### src/rtl/prgseq_pkg.sv
// Shared constants for the program sequencer
package prgseq_pkg;
   localparam int PC_WIDTH_DEF = 10;                     // Counter width, smaller variants
   localparam int STACK_DEPTH_DEF = 4;                   // Return stack levels
   localparam logic [1:0] PHASE_ONE = 2'h0;              // Phase index of fetch
   localparam logic [1:0] PHASE_LAST = 2'h3;             // Final execute phase
   localparam logic [10:0] VEC_RESET = 11'h000;          // Reset entry
   localparam logic [10:0] VEC_EXT_INT = 11'h004;        // External interrupt entry
   localparam logic [10:0] VEC_TMR_INT = 11'h008;        // Timer overflow entry
   localparam logic [7:0] PCL_RESET = 8'h00;             // Low byte after reset
   // Instruction flow class given by the decoder
   typedef enum logic [5:0] {
      PRGSEQ_OP_SEQ = 6'h01,       // Sequential instruction
      PRGSEQ_OP_JUMP = 6'h02,      // Jump to code address
      PRGSEQ_OP_CALL = 6'h04,      // Call to code address
      PRGSEQ_OP_RET = 6'h08,       // Subroutine return
      PRGSEQ_OP_INTERRUPT_RETURN_OP = 6'h10,      // Interrupt return
      PRGSEQ_OP_PCLWR = 6'h20      // Write to low byte
   } prgseq_op_t;
   // Sequencer state
   typedef enum logic [2:0] {
      PRGSEQ_ST_RUN = 3'h1,        // Executing fetched word
      PRGSEQ_ST_DUMMY = 3'h2,      // Discarded slot
      PRGSEQ_ST_IRQ = 3'h4         // Interrupt acknowledge slot
   } prgseq_state_t;
endpackage : prgseq_pkg

### src/rtl/prgseq_stack.sv
// Return address stack memory with registered read data
`timescale 1ns/10ps
module prgseq_stack #(
   parameter int WIDTH = 10,     // Entry width
   parameter int DEPTH = 4       // Number of levels
) (
   input wire logic sys_clk,                     // System clock
   input wire logic wr_en,                       // Write strobe
   input wire logic [$clog2(DEPTH)-1:0] wr_idx,  // Write level
   input wire logic [WIDTH-1:0] wr_data,         // Write value
   input wire logic [$clog2(DEPTH)-1:0] rd_idx,  // Read level
   output logic [WIDTH-1:0] rd_data              // Registered read value
);
   logic [WIDTH-1:0] mem [DEPTH];                // Storage, no reset needed

   // Write port
   always_ff @(posedge sys_clk) begin
      if (wr_en) begin
         mem[wr_idx] <= wr_data;
      end
   end

   // Registered read port
   always_ff @(posedge sys_clk) begin
      rd_data <= mem[rd_idx];
   end
endmodule // prgseq_stack

### src/rtl/prgseq_core.sv
// Program sequencer: phases, program counter, return stack
`timescale 1ns/10ps
module prgseq_core
   import prgseq_pkg::*;
#(
   parameter int PC_WIDTH = PC_WIDTH_DEF,        // Counter width, 10 or 11
   parameter int STACK_DEPTH = STACK_DEPTH_DEF   // Levels, 2 or 4
) (
   input wire logic sys_clk,                     // System clock
   input wire logic rst,                         // Synchronous reset, high
   input wire logic rc_osc_sel,                  // RC oscillator option selected
   input wire logic [13:0] instr_data,           // Word from program memory
   input wire logic instr_valid,                 // Decoder result valid in last phase
   input wire prgseq_op_t instr_op,              // Flow class of executing word
   input wire logic [10:0] instr_target,         // Code address bits of word
   input wire logic skip_taken,                  // Skip condition met
   input wire logic [7:0] pcl_wr_data,           // Value written to low byte
   input wire logic ext_irq_req,                 // Enabled external request, latched
   input wire logic tmr_irq_req,                 // Enabled timer request, latched
   output logic [10:0] prog_addr,                // Program memory address
   output logic fetch_strobe,                    // Fetch in phase one
   output logic [13:0] instr_word,               // Word under execution
   output logic [3:0] phase_onehot,              // Current phase
   output logic decode_execute_phases,           // High in phases two to four
   output logic [7:0] pc_low_byte,               // Low byte read value
   output logic ext_irq_ack,                     // External acknowledge pulse
   output logic tmr_irq_ack,                     // Timer acknowledge pulse
   output logic stack_full,                      // All levels used
   output logic oscillator_output_pin            // Phase-one clock output
);
   localparam int IDX_W = $clog2(STACK_DEPTH);   // Index width
   localparam logic [IDX_W:0] DEPTH_CNT = (IDX_W+1)'(STACK_DEPTH); // Full count

   // Wrap an 11-bit address into the implemented range
   function automatic logic [PC_WIDTH-1:0] wrap_pc(input logic [10:0] a);
      wrap_pc = a[PC_WIDTH-1:0];
   endfunction

   logic [1:0] phase_ff;                         // Phase counter
   logic [PC_WIDTH-1:0] pc_ff;                   // Program counter
   logic [PC_WIDTH-1:0] nxt_pc;                  // Next counter
   prgseq_state_t state_ff;                      // Sequencer state
   prgseq_state_t nxt_state;                     // Next state
   logic [IDX_W:0] depth_ff;                     // Hidden stack level index
   logic [IDX_W:0] nxt_depth;                    // Next index
   logic [13:0] fetch_ff;                        // Prefetched word
   logic [13:0] instr_word_ff;                   // Executing word
   logic [10:0] prog_addr_ff;                    // Address register
   logic fetch_strobe_ff;                        // Fetch strobe register
   logic [3:0] phase_onehot_ff;                  // Phase decode register
   logic dec_ph_ff;                              // Execute phase flag
   logic [7:0] pcl_ff;                           // Low byte copy
   logic ext_ack_ff;                             // External acknowledge
   logic tmr_ack_ff;                             // Timer acknowledge
   logic full_ff;                                // Full flag register
   logic osc_ff;                                 // Phase clock output
   logic [PC_WIDTH-1:0] stk_rd;                  // Top of stack
   logic push;                                   // Push this cycle
   logic pop;                                    // Pop this cycle
   logic boot_ff;                                // High until the first edge after reset

   // Decode of the executing slot at end of phase four
   wire phase_wrap = (phase_ff == PHASE_LAST);
   wire end_cycle = phase_wrap && !boot_ff;                       // Leaving reset closes no slot
   wire run_end = end_cycle && (state_ff == PRGSEQ_ST_RUN) && instr_valid;
   wire is_full = (depth_ff == DEPTH_CNT);
   wire irq_any = ext_irq_req || tmr_irq_req;
   wire irq_go = run_end && irq_any && !is_full && (instr_op == PRGSEQ_OP_SEQ) && !skip_taken;
   wire do_call = run_end && (instr_op == PRGSEQ_OP_CALL);
   wire do_ret = run_end && ((instr_op == PRGSEQ_OP_RET) || (instr_op == PRGSEQ_OP_INTERRUPT_RETURN_OP));
   wire [PC_WIDTH-1:0] pc_inc = pc_ff + PC_WIDTH'(1);
   wire [PC_WIDTH-1:0] vec = wrap_pc(ext_irq_req ? VEC_EXT_INT : VEC_TMR_INT);
   wire [PC_WIDTH-1:0] pcl_tgt = {pc_ff[PC_WIDTH-1:8], pcl_wr_data};
   wire [IDX_W-1:0] wr_idx = depth_ff[IDX_W-1:0];                 // Wraps on overflow
   wire [IDX_W-1:0] rd_idx = IDX_W'(depth_ff - (IDX_W+1)'(1));

   // Next program counter and state, taken at end of phase four
   always_comb begin
      nxt_pc = pc_ff;
      nxt_state = state_ff;
      push = 1'b0;
      pop = 1'b0;
      if (end_cycle) begin
         unique case (state_ff)
            PRGSEQ_ST_RUN: begin
               nxt_pc = pc_inc;
               if (!instr_valid) begin
                  nxt_pc = pc_ff;                                 // Hold while decoder idle
               end else if (irq_go) begin
                  nxt_state = PRGSEQ_ST_IRQ;
                  nxt_pc = pc_ff;
               end else if (skip_taken) begin
                  nxt_state = PRGSEQ_ST_DUMMY;
               end else begin
                  unique case (instr_op)
                     PRGSEQ_OP_SEQ: nxt_state = PRGSEQ_ST_RUN;
                     PRGSEQ_OP_JUMP: begin
                        nxt_pc = wrap_pc(instr_target);
                        nxt_state = PRGSEQ_ST_DUMMY;
                     end
                     PRGSEQ_OP_CALL: begin
                        push = 1'b1;
                        nxt_pc = wrap_pc(instr_target);
                        nxt_state = PRGSEQ_ST_DUMMY;
                     end
                     PRGSEQ_OP_RET, PRGSEQ_OP_INTERRUPT_RETURN_OP: begin
                        pop = (depth_ff != '0);
                        nxt_pc = stk_rd;
                        nxt_state = PRGSEQ_ST_DUMMY;
                     end
                     PRGSEQ_OP_PCLWR: begin
                        nxt_pc = pcl_tgt;
                        nxt_state = PRGSEQ_ST_DUMMY;
                     end
                     default: nxt_state = PRGSEQ_ST_RUN;          // Illegal code runs on
                  endcase
               end
            end
            PRGSEQ_ST_DUMMY: begin
               nxt_pc = pc_inc;                                   // Fetch at target completes
               nxt_state = PRGSEQ_ST_RUN;
            end
            PRGSEQ_ST_IRQ: begin
               push = 1'b1;
               nxt_pc = vec;
               nxt_state = PRGSEQ_ST_DUMMY;
            end
            default: nxt_state = PRGSEQ_ST_RUN;
         endcase
      end
   end

   // Hidden index: push counts up (saturating), pop counts down
   assign nxt_depth = push ? (is_full ? depth_ff : depth_ff + (IDX_W+1)'(1))
                    : pop ? depth_ff - (IDX_W+1)'(1) : depth_ff;

   // Return stack storage
   prgseq_stack #(
      .WIDTH(PC_WIDTH),
      .DEPTH(STACK_DEPTH)
   ) u_stack (
      .sys_clk(sys_clk),
      .wr_en(push),
      .wr_idx(wr_idx),
      .wr_data(pc_ff),
      .rd_idx(rd_idx),
      .rd_data(stk_rd)
   );

   // Phase counter and sequencing registers
   always_ff @(posedge sys_clk) begin
      if (rst) begin
         phase_ff <= PHASE_LAST;                                  // Release edge enters phase one
         boot_ff <= 1'b1;
         pc_ff <= wrap_pc(VEC_RESET);
         state_ff <= PRGSEQ_ST_DUMMY;                             // First fetch at zero
         depth_ff <= '0;
      end else begin
         phase_ff <= phase_ff + 2'h1;
         boot_ff <= 1'b0;
         pc_ff <= nxt_pc;
         state_ff <= nxt_state;
         depth_ff <= nxt_depth;
      end
   end

   // Fetch in phase one, word moves to execute at cycle end
   always_ff @(posedge sys_clk) begin
      if (rst) begin
         fetch_ff <= 14'h0000;
         instr_word_ff <= 14'h0000;
      end else begin
         if (phase_ff == PHASE_ONE) begin
            fetch_ff <= instr_data;
         end
         if (end_cycle) begin
            instr_word_ff <= fetch_ff;
         end
      end
   end

   // Output registers
   always_ff @(posedge sys_clk) begin
      if (rst) begin
         prog_addr_ff <= VEC_RESET;
         fetch_strobe_ff <= 1'b0;
         phase_onehot_ff <= 4'h0;
         dec_ph_ff <= 1'b0;
         pcl_ff <= PCL_RESET;
         ext_ack_ff <= 1'b0;
         tmr_ack_ff <= 1'b0;
         full_ff <= 1'b0;
         osc_ff <= 1'b0;
      end else begin
         prog_addr_ff <= 11'(nxt_pc);
         fetch_strobe_ff <= phase_wrap;
         phase_onehot_ff <= 4'h1 << (phase_ff + 2'h1);
         dec_ph_ff <= (phase_ff != PHASE_LAST);
         pcl_ff <= nxt_pc[7:0];
         ext_ack_ff <= end_cycle && state_ff == PRGSEQ_ST_IRQ && ext_irq_req;
         tmr_ack_ff <= end_cycle && state_ff == PRGSEQ_ST_IRQ && !ext_irq_req;
         full_ff <= (nxt_depth == DEPTH_CNT);
         osc_ff <= rc_osc_sel && phase_wrap;
      end
   end

   assign prog_addr = prog_addr_ff;
   assign fetch_strobe = fetch_strobe_ff;
   assign instr_word = instr_word_ff;
   assign phase_onehot = phase_onehot_ff;
   assign decode_execute_phases = dec_ph_ff;
   assign pc_low_byte = pcl_ff;
   assign ext_irq_ack = ext_ack_ff;
   assign tmr_irq_ack = tmr_ack_ff;
   assign stack_full = full_ff;
   assign oscillator_output_pin = osc_ff;

   // Assertions
   phase_onehot_ok_a: assert property (@(posedge sys_clk) disable iff (rst)
      !boot_ff |-> $onehot(phase_onehot)) else $error("phase not one-hot");
   phase_cycle_a: assert property (@(posedge sys_clk) disable iff (rst)
      phase_onehot == 4'h1 |=> phase_onehot == 4'h2 ##1 phase_onehot == 4'h4 ##1 phase_onehot == 4'h8)
      else $error("phase order wrong");
   fetch_phase_a: assert property (@(posedge sys_clk) disable iff (rst)
      fetch_strobe |-> phase_onehot == 4'h1) else $error("fetch outside phase one");
   exec_phase_a: assert property (@(posedge sys_clk) disable iff (rst)
      !boot_ff |-> decode_execute_phases == (phase_onehot != 4'h1)) else $error("execute phase flag wrong");
   osc_duty_a: assert property (@(posedge sys_clk) disable iff (rst)
      $rose(oscillator_output_pin) |=> !oscillator_output_pin [*3]) else $error("osc duty wrong");
   seq_inc_a: assert property (@(posedge sys_clk) disable iff (rst)
      run_end && instr_op == PRGSEQ_OP_SEQ && !skip_taken && !irq_go |=> pc_ff == $past(pc_inc))
      else $error("sequential step not one");
   pcl_page_a: assert property (@(posedge sys_clk) disable iff (rst)
      run_end && instr_op == PRGSEQ_OP_PCLWR && !skip_taken |=>
      pc_ff[PC_WIDTH-1:8] == $past(pc_ff[PC_WIDTH-1:8]) && state_ff == PRGSEQ_ST_DUMMY)
      else $error("low byte write left page");
   skip_two_a: assert property (@(posedge sys_clk) disable iff (rst)
      run_end && skip_taken && !irq_go |=> state_ff == PRGSEQ_ST_DUMMY ##4 pc_ff == $past(pc_ff, 5) + PC_WIDTH'(2))
      else $error("skip not plus two");
   full_block_a: assert property (@(posedge sys_clk) disable iff (rst)
      run_end && irq_any && is_full |=> state_ff != PRGSEQ_ST_IRQ)
      else $error("interrupt taken on full stack");
   ret_pop_a: assert property (@(posedge sys_clk) disable iff (rst)
      do_ret && depth_ff != '0 |=> depth_ff == $past(depth_ff) - (IDX_W+1)'(1) && pc_ff == $past(stk_rd))
      else $error("return did not pop");
   vec_ext_a: assert property (@(posedge sys_clk) disable iff (rst)
      end_cycle && state_ff == PRGSEQ_ST_IRQ && ext_irq_req |=> pc_ff == wrap_pc(VEC_EXT_INT))
      else $error("external vector wrong");
   call_cov: cover property (@(posedge sys_clk) disable iff (rst) do_call);
   ret_cov: cover property (@(posedge sys_clk) disable iff (rst) do_ret);
   irq_cov: cover property (@(posedge sys_clk) disable iff (rst) irq_go);
   full_cov: cover property (@(posedge sys_clk) disable iff (rst) is_full && irq_any && run_end);
endmodule // prgseq_core

### config.mk
export PLATFORM = sky130hd
export DESIGN_NAME = prgseq_core
export DESIGN_NICKNAME = d
export VERILOG_FILES = /design/src/rtl/prgseq_pkg.sv /design/src/rtl/prgseq_stack.sv /design/src/rtl/prgseq_core.sv
export SDC_FILE = /design/constraint.sdc
export NUM_CORES = 1
export LEC_CHECK = 0
export ABC_CLOCK_PERIOD_IN_PS = 5500
export BUFFER_PORTS_ARGS = -buffer_cell sky130_fd_sc_hd__buf_2
export CORE_UTILIZATION = 25
export CTS_CLUSTER_SIZE = 12
export DETAILED_ROUTE_END_ITERATION = 8
export PLACE_DENSITY_LB_ADDON = 0.1
export SLEW_MARGIN = 20
export SYNTH_ARGS = -nofsm -noshare
export SYNTH_HDL_FRONTEND = slang
export SYNTH_SLANG_ARGS = --single-unit
### constraint.sdc
create_clock -name sys_clk -period 5.5 [get_ports sys_clk]
set_input_delay 0 -clock sys_clk [delete_from_list [all_inputs] [get_ports sys_clk]]
set_output_delay 0 -clock sys_clk [all_outputs]
set_load 0.05 [all_outputs]
==> metrics, run 1 <==
FP Rows between 40 and 50; Worst-Margin Slew 1.03 ns; Chip Width approximately 140 um; Worst R2R Setup Slack 2.47 ns; crit path launch type flip-flop; IO Port Bufs 86; P_leak 2.09 nW; Comb pwr share 10.0%; total setup buffers inserted after CTS 0; max_slew headroom 30.7%; CTS buffer count 9; Final Cycle Share 55.1%; Max VDD drop between 0.15 and 0.2 mV; share of cells above drive strength 1 about a quarter; crit path DAT 3.24 ns; CP delay by family, top compound AO/OA/AOI/OAI gates; total track usage 13.0%; final setup skew 0.0118 ns; synth warn 0; first-pass GRT wire length between 15000 and 20000 um; Fin. Hold Viols 0; most common library cell in the layout ignoring fill and taps buf_2; most frequent CP cell a21oi_1; Final min period 3.03 ns; vias 3351; syn avg cell area 11.3 um2; core box area about 18000 um2; n_diodes 0; register share of total power 50.1%; Synth Cell Area between 4000 and 5000 um2; Syn Inst Count 408; CTS max path bufs 2; Pwr Density 301 nW/um2; max-slew violations 0; Initial Utilization around a quarter; wirelength, routed 11900 um; CTS tree built; largest stage delay on the critical path a little under 0.9 ns; Post-synth ARST share 0%; Yosys cell types 54; Overflow after GRT 0; number of global-route vias before repair 3143; pin count of the biggest net entering global routing 51; Setup Crit Path Kind reg2reg; prevailing post-synth register cell dfxtp_1; CTS resizes 0; setup TNS 0 ns; Detail Route Antenna Nets 0; CTS Root Cell clkbuf_16; 1st-pass router iterations 4; final setup fails 0; I/O Pins a little under 90; Area growth syn-to-layout 22.2%; nets 545; most frequent cells in the layout buf_2, dfxtp_1, nand2_1; clock slew at reported path FFs 0.07 ns; Critical Path, Cell by Cell ha_1 > nand2b_1 > a21oi_1 > a31oi_1 > nand2_1 > a21oi_1 > o32ai_1; Clk Latency, worst-skew pair 0.36 ns; CP Buf/Inv Count 0; WP data required 5.70 ns; status completed; clock share of power between 30% and 40%; H-tree Lvls 3; clock net sink count around 110; DPL Wire Length roughly 7900 um; CTS Hold Bufs 16; Sw Ratio around a quarter; number of synthesized flops with an enable pin 40; NetSw about 0.00045 W; initial antenna violation count 0; share of the yosys chip area belonging to registers a little under three fifths; Max-Cap Viols 0; Min-Delay Path Class in2reg; Die Y 138 um; crit path capture type flip-flop; Final Wtd Congestion roughly 0.73; unrepaired setup endpoints after global routing no; Mapped Nets 462; die area approximately 19000 um2; synthesized flop and latch total between 100 and 150; worst hold slack about 0.064 ns; via/cell ratio 4.62; routed len/inst around 16 um; P_int 0.00125 W; 1st-iter DRT viols 138; CP max FO 22; critical path's slowest cell a31oi_1; Achievable Freq 0.330 GHz; drc violations 0
==> power groups by stage <==
stage | logic (W) | registers (W) | clock network, W
after floorplan | 0.0000931 | 0.000890 | 0
after detailed placement | 0.000163 | 0.000869 | 0
after global placement | 0.000162 | 0.000868 | 0
final | 0.000169 | 0.000850 | 0.000678
after global routing | 0.000185 | 0.000853 | 0.000732
after CTS | 0.000173 | 0.000850 | 0.000702
==> kinds of logic after synthesis <==
logic type,share of synthesized area (%)
adders and majority gates,2.17
xor gates and xnor gates,1.71
and+or+nand+nor,15.9
muxes,8.14
other,0.0814
AOI/OAI and AO/OA,11.9
DFF,55.2
buffers and inverters,4.89
==> worst register-to-register path: stages, from the launching register on <==
cell      delay [ns]
dfxtp_1         0.35
ha_1            0.25
nand2b_1        0.65
a21oi_1         0.18
a31oi_1         0.89
nand2_1         0.26
a21oi_1         0.20
o32ai_1         0.10
==> final cells by class <==
cell class | count | area, um2
inverter | 13 | 48.8
fill | 1917 | 12400
tap | 229 | 287
sequential | 107 | 2540
clock inverter | 5 | 50.0
clock buffer | 11 | 264
multi-input combinational | 257 | 1840
timing repair buffer | 103 | 598
==> stage by stage <==
stage	util [%]	worst slack [ns]	cells	cell area (um2)	total power, W
final	31.3	2.47	725	5630	0.00170
after global routing	31.3	2.01	725	5630	0.00177
after CTS	31.2	2.38	725	5630	0.00172
after detailed placement	28.6	2.39	693	5160	0.00103
after global placement	28.6	2.41	693	5160	0.00103
after floorplan	-	3.18	408	4610	0.000983
==> routing by layer <==
metal / GRT usage, % / share of wire (%)
met1: 16.9 / 45
met2: 20.9 / 48
met3: 3.20 / 5.4
met4: 4.89 / 1.5
met5: 0 / 0
==> sequential cells by signal, indices dropped and copies added, names as in the netlist <==
register               flops
boot_ff                    1
decode_execute_phases      1
depth_ff                   3
ext_irq_ack                1
fetch_ff                  14
fetch_strobe               1
instr_word                14
oscillator_output_pin      1
pc_low_byte                8
phase_ff                   2
phase_onehot               4
prog_addr                  2
stack_full                 1
state_ff                   3
tmr_irq_ack                1
u_stack.mem               40
u_stack.rd_data           10
==> cell usage after synthesis (2+ instances only) <==
| library cell | instances | area [um2] |
|---|---|---|
| nor4_4 | 3 | 63.8 |
| mux2i_1 | 15 | 150 |
| buf_2 | 6 | 30.0 |
| o2111ai_1 | 2 | 17.5 |
| nand2_1 | 44 | 165 |
| nand4_1 | 3 | 18.8 |
| buf_1 | 5 | 18.8 |
| buf_6 | 2 | 22.5 |
| buf_4 | 10 | 75.1 |
| o32ai_1 | 3 | 26.3 |
| a22oi_1 | 3 | 22.5 |
| o21ai_2 | 2 | 17.5 |
| ha_1 | 8 | 100 |
| inv_1 | 13 | 48.8 |
| a31oi_1 | 7 | 43.8 |
| a222oi_1 | 8 | 80.1 |
| a211oi_1 | 6 | 45.0 |
| nor2_1 | 32 | 120 |
| edfxtp_1 | 40 | 1200 |
| mux4_2 | 10 | 225 |
| nor2b_1 | 10 | 62.6 |
| dfxtp_1 | 67 | 1340 |
| and3_1 | 6 | 37.5 |
| nor3_1 | 13 | 65.1 |
| xor2_1 | 4 | 35.0 |
| nand3_1 | 6 | 30.0 |
| a21oi_1 | 24 | 120 |
| o21ai_0 | 5 | 25.0 |
| clkbuf_1 | 8 | 30.0 |
| nand2b_1 | 7 | 43.8 |
| xnor2_1 | 5 | 43.8 |
| and3b_1 | 2 | 17.5 |
| and2_1 | 8 | 50.1 |
==> path summary, 6_finish.rpt <==
check	to	depth (start not counted)	start
hold reg to reg	instr_word[4]$_SDFFE_PP0P_	2	instr_word[4]$_SDFFE_PP0P_
hold / removal	state_ff[0]$_SDFFE_PP0P_	4	instr_valid
setup reg to reg	prog_addr[9]$_SDFFE_PP0P_	7	phase_ff[0]$_SDFF_PP1_
setup / recovery	prog_addr[9]$_SDFFE_PP0P_	7	phase_ff[0]$_SDFF_PP1_
(Power assumes the default switching activity.)
==> run 2: changes to the inputs <==
--- a/config.mk
+++ b/config.mk
@@ -5,7 +5,8 @@
 export SDC_FILE = /design/constraint.sdc
 export NUM_CORES = 1
 export LEC_CHECK = 0
-export ABC_CLOCK_PERIOD_IN_PS = 5500
+export ABC_AREA = 1
+export ABC_CLOCK_PERIOD_IN_PS = 3000
 export BUFFER_PORTS_ARGS = -buffer_cell sky130_fd_sc_hd__buf_2
 export CORE_UTILIZATION = 25
 export CTS_CLUSTER_SIZE = 12
==> constraint.sdc (replaced) <==
create_clock -name sys_clk -period 3 [get_ports sys_clk]
set_input_delay 0 -clock sys_clk [delete_from_list [all_inputs] [get_ports sys_clk]]
set_output_delay 0 -clock sys_clk [all_outputs]
set_load 0.05 [all_outputs]
==> run 2 against run 1 <==
Highest routed layer unchanged; the run now ends with DRC left; area after synthesis up 1.4%; clock power increased by 73%; largest power group unchanged; cell count grew 21%; synthesized cell count up 34%; core utilization up 0.53 points; worst hold slack got worse by 0.022 ns; clock skew fell by 0.00079 ns; sequential power is 89% higher.
==> metrics, run 2 <==
status complete, but fails checks; failing checks DRC; via/cell ratio around 4.4; I/O Pins 89; largest family of logic cells by synthesized area simple AND/OR/NAND/NOR gates; Chip Width 139 um; Clk Latency, worst-skew pair 0.35 ns; Reg area 2540 um2; Post-Route Utilization 31.8%; DPL Wire Length 9060 um; Post-Synth Adder-Cell Area 2.14%; IO Port Bufs 86; pin count of the biggest net entering global routing 32; Inst Count DP 841; first-pass GRT wire length 20400 um; wirelength, routed ~13000 um; Post-synth ARST share 0%; met1 Resource Use GR 17.4%; FP Rows ~50; die area 19200 um2; Worst R2R Setup Slack a little under 0.9 ns; Min-Delay Path Class in2reg; total setup buffers inserted after CTS 0; crit path capture type flip-flop; syn avg cell area approximately 8.6 um2; final setup skew 0.0110 ns; crit path DAT 2.41 ns; drc violations 10; Pwr Density around 560 nW/um2; worst hold slack about 0.042 ns; Worst Reg-to-Reg Cells 11; cell with the most instances after synthesis nor2_1; Area contributors post-synth dfxtp_1, edfxtp_1, nor2_1; Yosys cell types 36; M2 GR Usage 23.2%; M3 GR Usage 3.73%; unrepaired setup endpoints after global routing no; Final Wtd Congestion 0.785; Setup Crit Path Kind reg2reg; Max-Cap Viols 0; max_slew headroom 40.6%; routed len/inst 14.8 um; Worst-Margin Slew roughly 0.88 ns; Mapped Nets 600; simple-gate portion of the synthesized area 23.0%; Most Used Layer, Global Route met2; max-slew violations 0; Initial Utilization around a quarter; CTS Hold Bufs 17; Syn Inst Count 546; CTS max path bufs 2; most common library cell in the layout ignoring fill and taps nor2_1; WP data required ~3.3 ns; area used by multi-input combinational logic roughly 1800 um2; Detail Route Antenna Nets 0; final setup fails 0; Synth Area in Compound Gates 12.3%; n_diodes 0; Final min period 2.12 ns; Most flops, register u_stack.mem; initial antenna violation count 0; synthesized flop and latch total 107; total track usage 13.8%; Fin. Hold Viols 0; setup TNS 0 ns; synth warn 0; 1st-pass router iterations 8; CTS buffer count 9; CTS tree built; nets between 600 and 700; H-tree Lvls 3; Final Cycle Share 70.7%; share of the yosys chip area belonging to registers a little over half; Fillers between 1.5k and 2k; number of synthesized flops with an enable pin 40; Post-Synth XOR/XNOR Area 1.31%; CTS resizes 0; vias around 3.9k; share of cells above drive strength 1 between 20 and 25%; crit path launch type flip-flop; max reg flops 40; Critical R2R Launch phase_ff[0]$_SDFF_PP1_; Final Power between 0.003 and 0.004 W; worst hold stages 5; Overflow after GRT 0; multiplexer share of the synthesized area 0%; Synth Cell Area 4670 um2; most frequent cells in the layout nor2_1, buf_2, nand2_1; clock slew at reported path FFs 0.08 ns; number of global-route vias before repair 3761; Hold Path Sink pc_low_byte[5]$_SDFFE_PP0P_; core box area between 15000 and 20000 um2; final std cells w/o fill roughly 870; top cells by count, synth nor2_1, nand2_1, dfxtp_1; Max VDD drop 0.265 mV; prevailing post-synth register cell dfxtp_1; top cell type's share of synthesized area 28.7%; CP max FO 17; 1st-iter DRT viols 173; Die Y 139 um; Area growth syn-to-layout 23.5%; clock net sink count 107; post-synth top area cell dfxtp_1; Achievable Freq 0.471 GHz; P_leak 2.53 nW; Reg2Reg Capture Point prog_addr[9]$_SDFFE_PP0P_; CTS Root Cell clkbuf_16; Hold Crit Start instr_target[5]
-- run 2: cell types whose count changed after synthesis, moves of 10 or more --
cell / delta
inv_1: +17
nand2_1: +28
nor2b_1: -10
nand3_1: +27
mux2i_1: -15
nor2_1: +84
o21ai_0: +50
inv_2: +13
mux4_2: -10
-- run 2: logic make-up (layout without fill, tap and decap cells) --
group                      count (synthesis)  after routing
DFF                                      107            107
buffers and inverters                     73            172
adders and majority gates                  8              8
and+or+nand+nor                          247            247
xor gates and xnor gates                   7              7
AOI/OAI and AO/OA                        103            103
other                                      1              1
-- run 2: metal layers --
layer / vias up / part of all wire [%]
met1: 1771 / 47
met3: 8 / 5.7
met2: 110 / 46
met5: - / 0
met4: 0 / 0.93
li1: 1993 / -
-- run 2: cell type report --
cell class	count	share of cell area, %
Clock inverter	5	0.803
Tap cell	229	4.97
Clock buffer	11	4.21
Multi-Input combinational cell	366	31.5
Timing Repair Buffer	112	11.6
Inverter	44	2.91
Sequential cell	107	44.1
-- run 2: power breakdown --
group / switching, W / internal [W] / total, W
Combinational: 0.000319 / 0.000125 / 0.000444
Sequential: 0.0000511 / 0.00156 / 0.00161
Clock: 0.000569 / 0.000601 / 0.00117
Total: 0.000939 / 0.00228 / 0.00322
-- run 2: how the worst max path moves through the flow --
| stage | from | to | slack [ns] | cells after the start |
|---|---|---|---|---|
| 2_1_floorplan | phase_ff[0]$_SDFF_PP1_ | u_stack.mem[1][0]$_DFFE_PP_ | 0.98 | 6 |
| 3_3_place_gp | phase_ff[0]$_SDFF_PP1_ | pc_low_byte[3]$_SDFFE_PP0P_ | 0.91 | 11 |
| 3_5_place_dp | phase_ff[0]$_SDFF_PP1_ | pc_low_byte[2]$_SDFFE_PP0P_ | 0.89 | 11 |
| 4_1_cts | phase_ff[0]$_SDFF_PP1_ | prog_addr[9]$_SDFFE_PP0P_ | 0.87 | 11 |
| 5_1_grt | phase_ff[0]$_SDFF_PP1_ | pc_low_byte[7]$_SDFFE_PP0P_ | 0.67 | 10 |
| 6_report | phase_ff[0]$_SDFF_PP1_ | prog_addr[9]$_SDFFE_PP0P_ | 0.88 | 11 |
-- run 2: worst max-delay path, cell delays in order, from the launching register on --
cell,delay (ns)
dfxtp_1,0.40
ha_1,0.27
inv_2,0.07
nor2_4,0.19
inv_2,0.20
a21oi_4,0.24
nand2_4,0.10
nor2_8,0.20
nand2_4,0.09
a21oi_2,0.11
nand2_1,0.08
a21oi_2,0.10
-- run 2: stage by stage --
stage,instance area (um2),setup WS [ns]
floorplan,4670,0.978
global placement,5310,0.906
detailed placement,5310,0.893
CTS,5770,0.869
global route,5770,0.666
finish,5770,0.879
==> run 3: changes to the inputs <==
--- a/config.mk
+++ b/config.mk
@@ -6,7 +6,7 @@
 export NUM_CORES = 1
 export LEC_CHECK = 0
 export ABC_AREA = 1
-export ABC_CLOCK_PERIOD_IN_PS = 3000
+export ABC_CLOCK_PERIOD_IN_PS = 2150
 export BUFFER_PORTS_ARGS = -buffer_cell sky130_fd_sc_hd__buf_2
 export CORE_UTILIZATION = 25
 export CTS_CLUSTER_SIZE = 12
==> constraint.sdc (replaced) <==
create_clock -name sys_clk -period 2.15 [get_ports sys_clk]
set_input_delay 0 -clock sys_clk [delete_from_list [all_inputs] [get_ports sys_clk]]
set_output_delay 0 -clock sys_clk [all_outputs]
set_load 0.05 [all_outputs]
==> run 3 against run 2 <==
The run still ends with DRC left; sequential cell count unchanged; core utilization up 0.57 points; sequential power grew 37%; clock power increased by 39%.
==> metrics, run 3 (synthesized netlist as in run 2, its figures left out) <==
Worst-Margin Slew around 0.88 ns; most frequent cells in the layout nor2_1, buf_2, nand2_1; n_diodes 0; Setup Crit Path Kind reg2reg; Worst Reg-to-Reg Cells 11; Final min period 1.91 ns; final setup skew 0.00636 ns; Critical R2R Launch phase_ff[0]$_SDFF_PP1_; core box area roughly 18000 um2; CP max FO 8; wirelength, routed approximately 13000 um; die area between 15000 and 20000 um2; Post-Route Utilization 32.3%; Max-Cap Viols 0; FP Rows 49; crit path capture type flip-flop; H-tree Lvls 3; Worst R2R Setup Slack between 0.2 and 0.25 ns; 1st-iter DRT viols 169; drc violations 21; Achievable Freq 0.524 GHz; Final Wtd Congestion 0.775; max reg flops 40; first-pass GRT wire length 20700 um; DPL Wire Length approximately 9300 um; setup TNS 0 ns; register share of total power 49.0%; Overflow after GRT 0; Hold Path Sink state_ff[0]$_SDFFE_PP0P_; Chip Width approximately 140 um; status complete, but fails checks; final setup fails 0; crit path launch type flip-flop; Most flops, register u_stack.mem; Initial Utilization 25.7%; PnR worst setup slack 0.243 ns; WP data required 2.43 ns; Critical Path, Cell by Cell ha_1 > inv_2 > nor2_4 > inv_2 > a21oi_4 > nand2_4 > nor2_8 > nand2_4 > a21oi_2 > nand2_1 > a21oi_2; Hold Crit Start skip_taken; unrepaired setup endpoints after global routing no; pre-CTS WS approximately 0.26 ns; CTS max path bufs 2; CTS resizes 0; crit path DAT 2.19 ns; share of cells above drive strength 1 a little under a quarter; CTS buffer count 9; Sw Ratio 29.0%; Area growth syn-to-layout 25.7%; clock slew at reported path FFs 0.07 ns; via/cell ratio around 4.5; Final Cell Area 5870 um2; number of global-route vias before repair 3855; Final Cycle Share 88.7%; largest stage delay on the critical path 0.40 ns; IO Port Bufs 86; Clk Latency, worst-skew pair between 0.3 and 0.4 ns; clock net sink count approximately 110; Min-Delay Path Class in2reg; initial antenna violation count 0; Max VDD drop 0.453 mV; routed len/inst between 10 and 15 um; Fin. Hold Viols 0; Reg2Reg Capture Point prog_addr[9]$_SDFFE_PP0P_; CTS Root Cell clkbuf_16; P_leak 2.60 nW; 1st-pass router iterations 7; pin count of the biggest net entering global routing 24; total track usage 13.9%; Die Y 139 um; failing checks DRC; NetSw 0.00131 W; I/O Pins just under 90; max_slew headroom 41.0%; CTS tree built; clock share of power 36.0%; worst hold stages 4; vias 3991; nets 707; max-slew violations 0; most common library cell in the layout ignoring fill and taps nor2_1; critical path's slowest cell dfxtp_1; Pwr Density 770 nW/um2; placed inst area 5410 um2; Comb pwr share 15.0%; P_int 0.00321 W; Detail Route Antenna Nets 0
[run 3: worst max path at each step]
| stage | startpoint | endpoint | slack (ns) |
|---|---|---|---|
| floorplan | phase_ff[0]$_SDFF_PP1_ | u_stack.mem[1][0]$_DFFE_PP_ | 0.13 |
| detailed placement | phase_ff[0]$_SDFF_PP1_ | pc_low_byte[2]$_SDFFE_PP0P_ | 0.26 |
| finish | phase_ff[0]$_SDFF_PP1_ | prog_addr[9]$_SDFFE_PP0P_ | 0.24 |
| CTS | phase_ff[0]$_SDFF_PP1_ | pc_low_byte[2]$_SDFFE_PP0P_ | 0.24 |
| global route | phase_ff[0]$_SDFF_PP1_ | pc_low_byte[0]$_SDFFE_PP0P_ | 0.06 |
| global placement | phase_ff[0]$_SDFF_PP1_ | pc_low_byte[2]$_SDFFE_PP0P_ | 0.26 |
[run 3: stage by stage]
step	power, W	hold slack [ns]	cells
floorplan	0.00272	0.0277	546
global placement	0.00292	0.225	854
detailed placement	0.00292	0.232	854
CTS	0.00459	0.0376	887
global route	0.00474	0.0644	887
finish	0.00452	0.0468	887
[run 3: final cells by class]
class | instances | area [um2]
tap | 229 | 287
clock buffer | 10 | 239
clock inverter | 6 | 55.1
fill | 1923 | 12300
sequential | 107 | 2540
inverter | 44 | 168
multi-input combinational | 366 | 1810
timing repair buffer | 125 | 766
[run 3: power by group through the flow]
stage	combinational, W	clock [W]	sequential (W)
CTS	0.000682	0.00170	0.00222
floorplan	0.000297	0	0.00242
finish	0.000676	0.00163	0.00221
global route	0.000734	0.00178	0.00223
global placement	0.000655	0	0.00226
detailed placement	0.000656	0	0.00226
[run 3: critical path, delay by kind of cell, from the launching register on]
kind	cells	cell delay [ns]
flops	1	0.40
compound gates	3	0.40
buf+inv	2	0.15
fa+ha+maj	1	0.27
simple gates	5	0.63
[run 3: what timing repair did]
action                    4_1_cts  5_1_grt
setup buffers                   0        0
hold buffers                   17        0
hold endpoints to repair       17        0
[run 3: layer usage]
| metal | GRT usage, % | vias up | wire, um |
|---|---|---|---|
| met4 | 2.81 | 0 | 146 |
| li1 | - | 2026 | - |
| met3 | 4.35 | 7 | 617 |
| met2 | 23.9 | 86 | 6250 |
| met1 | 17.2 | 1872 | 6060 |
| met5 | 0 | - | 0 |
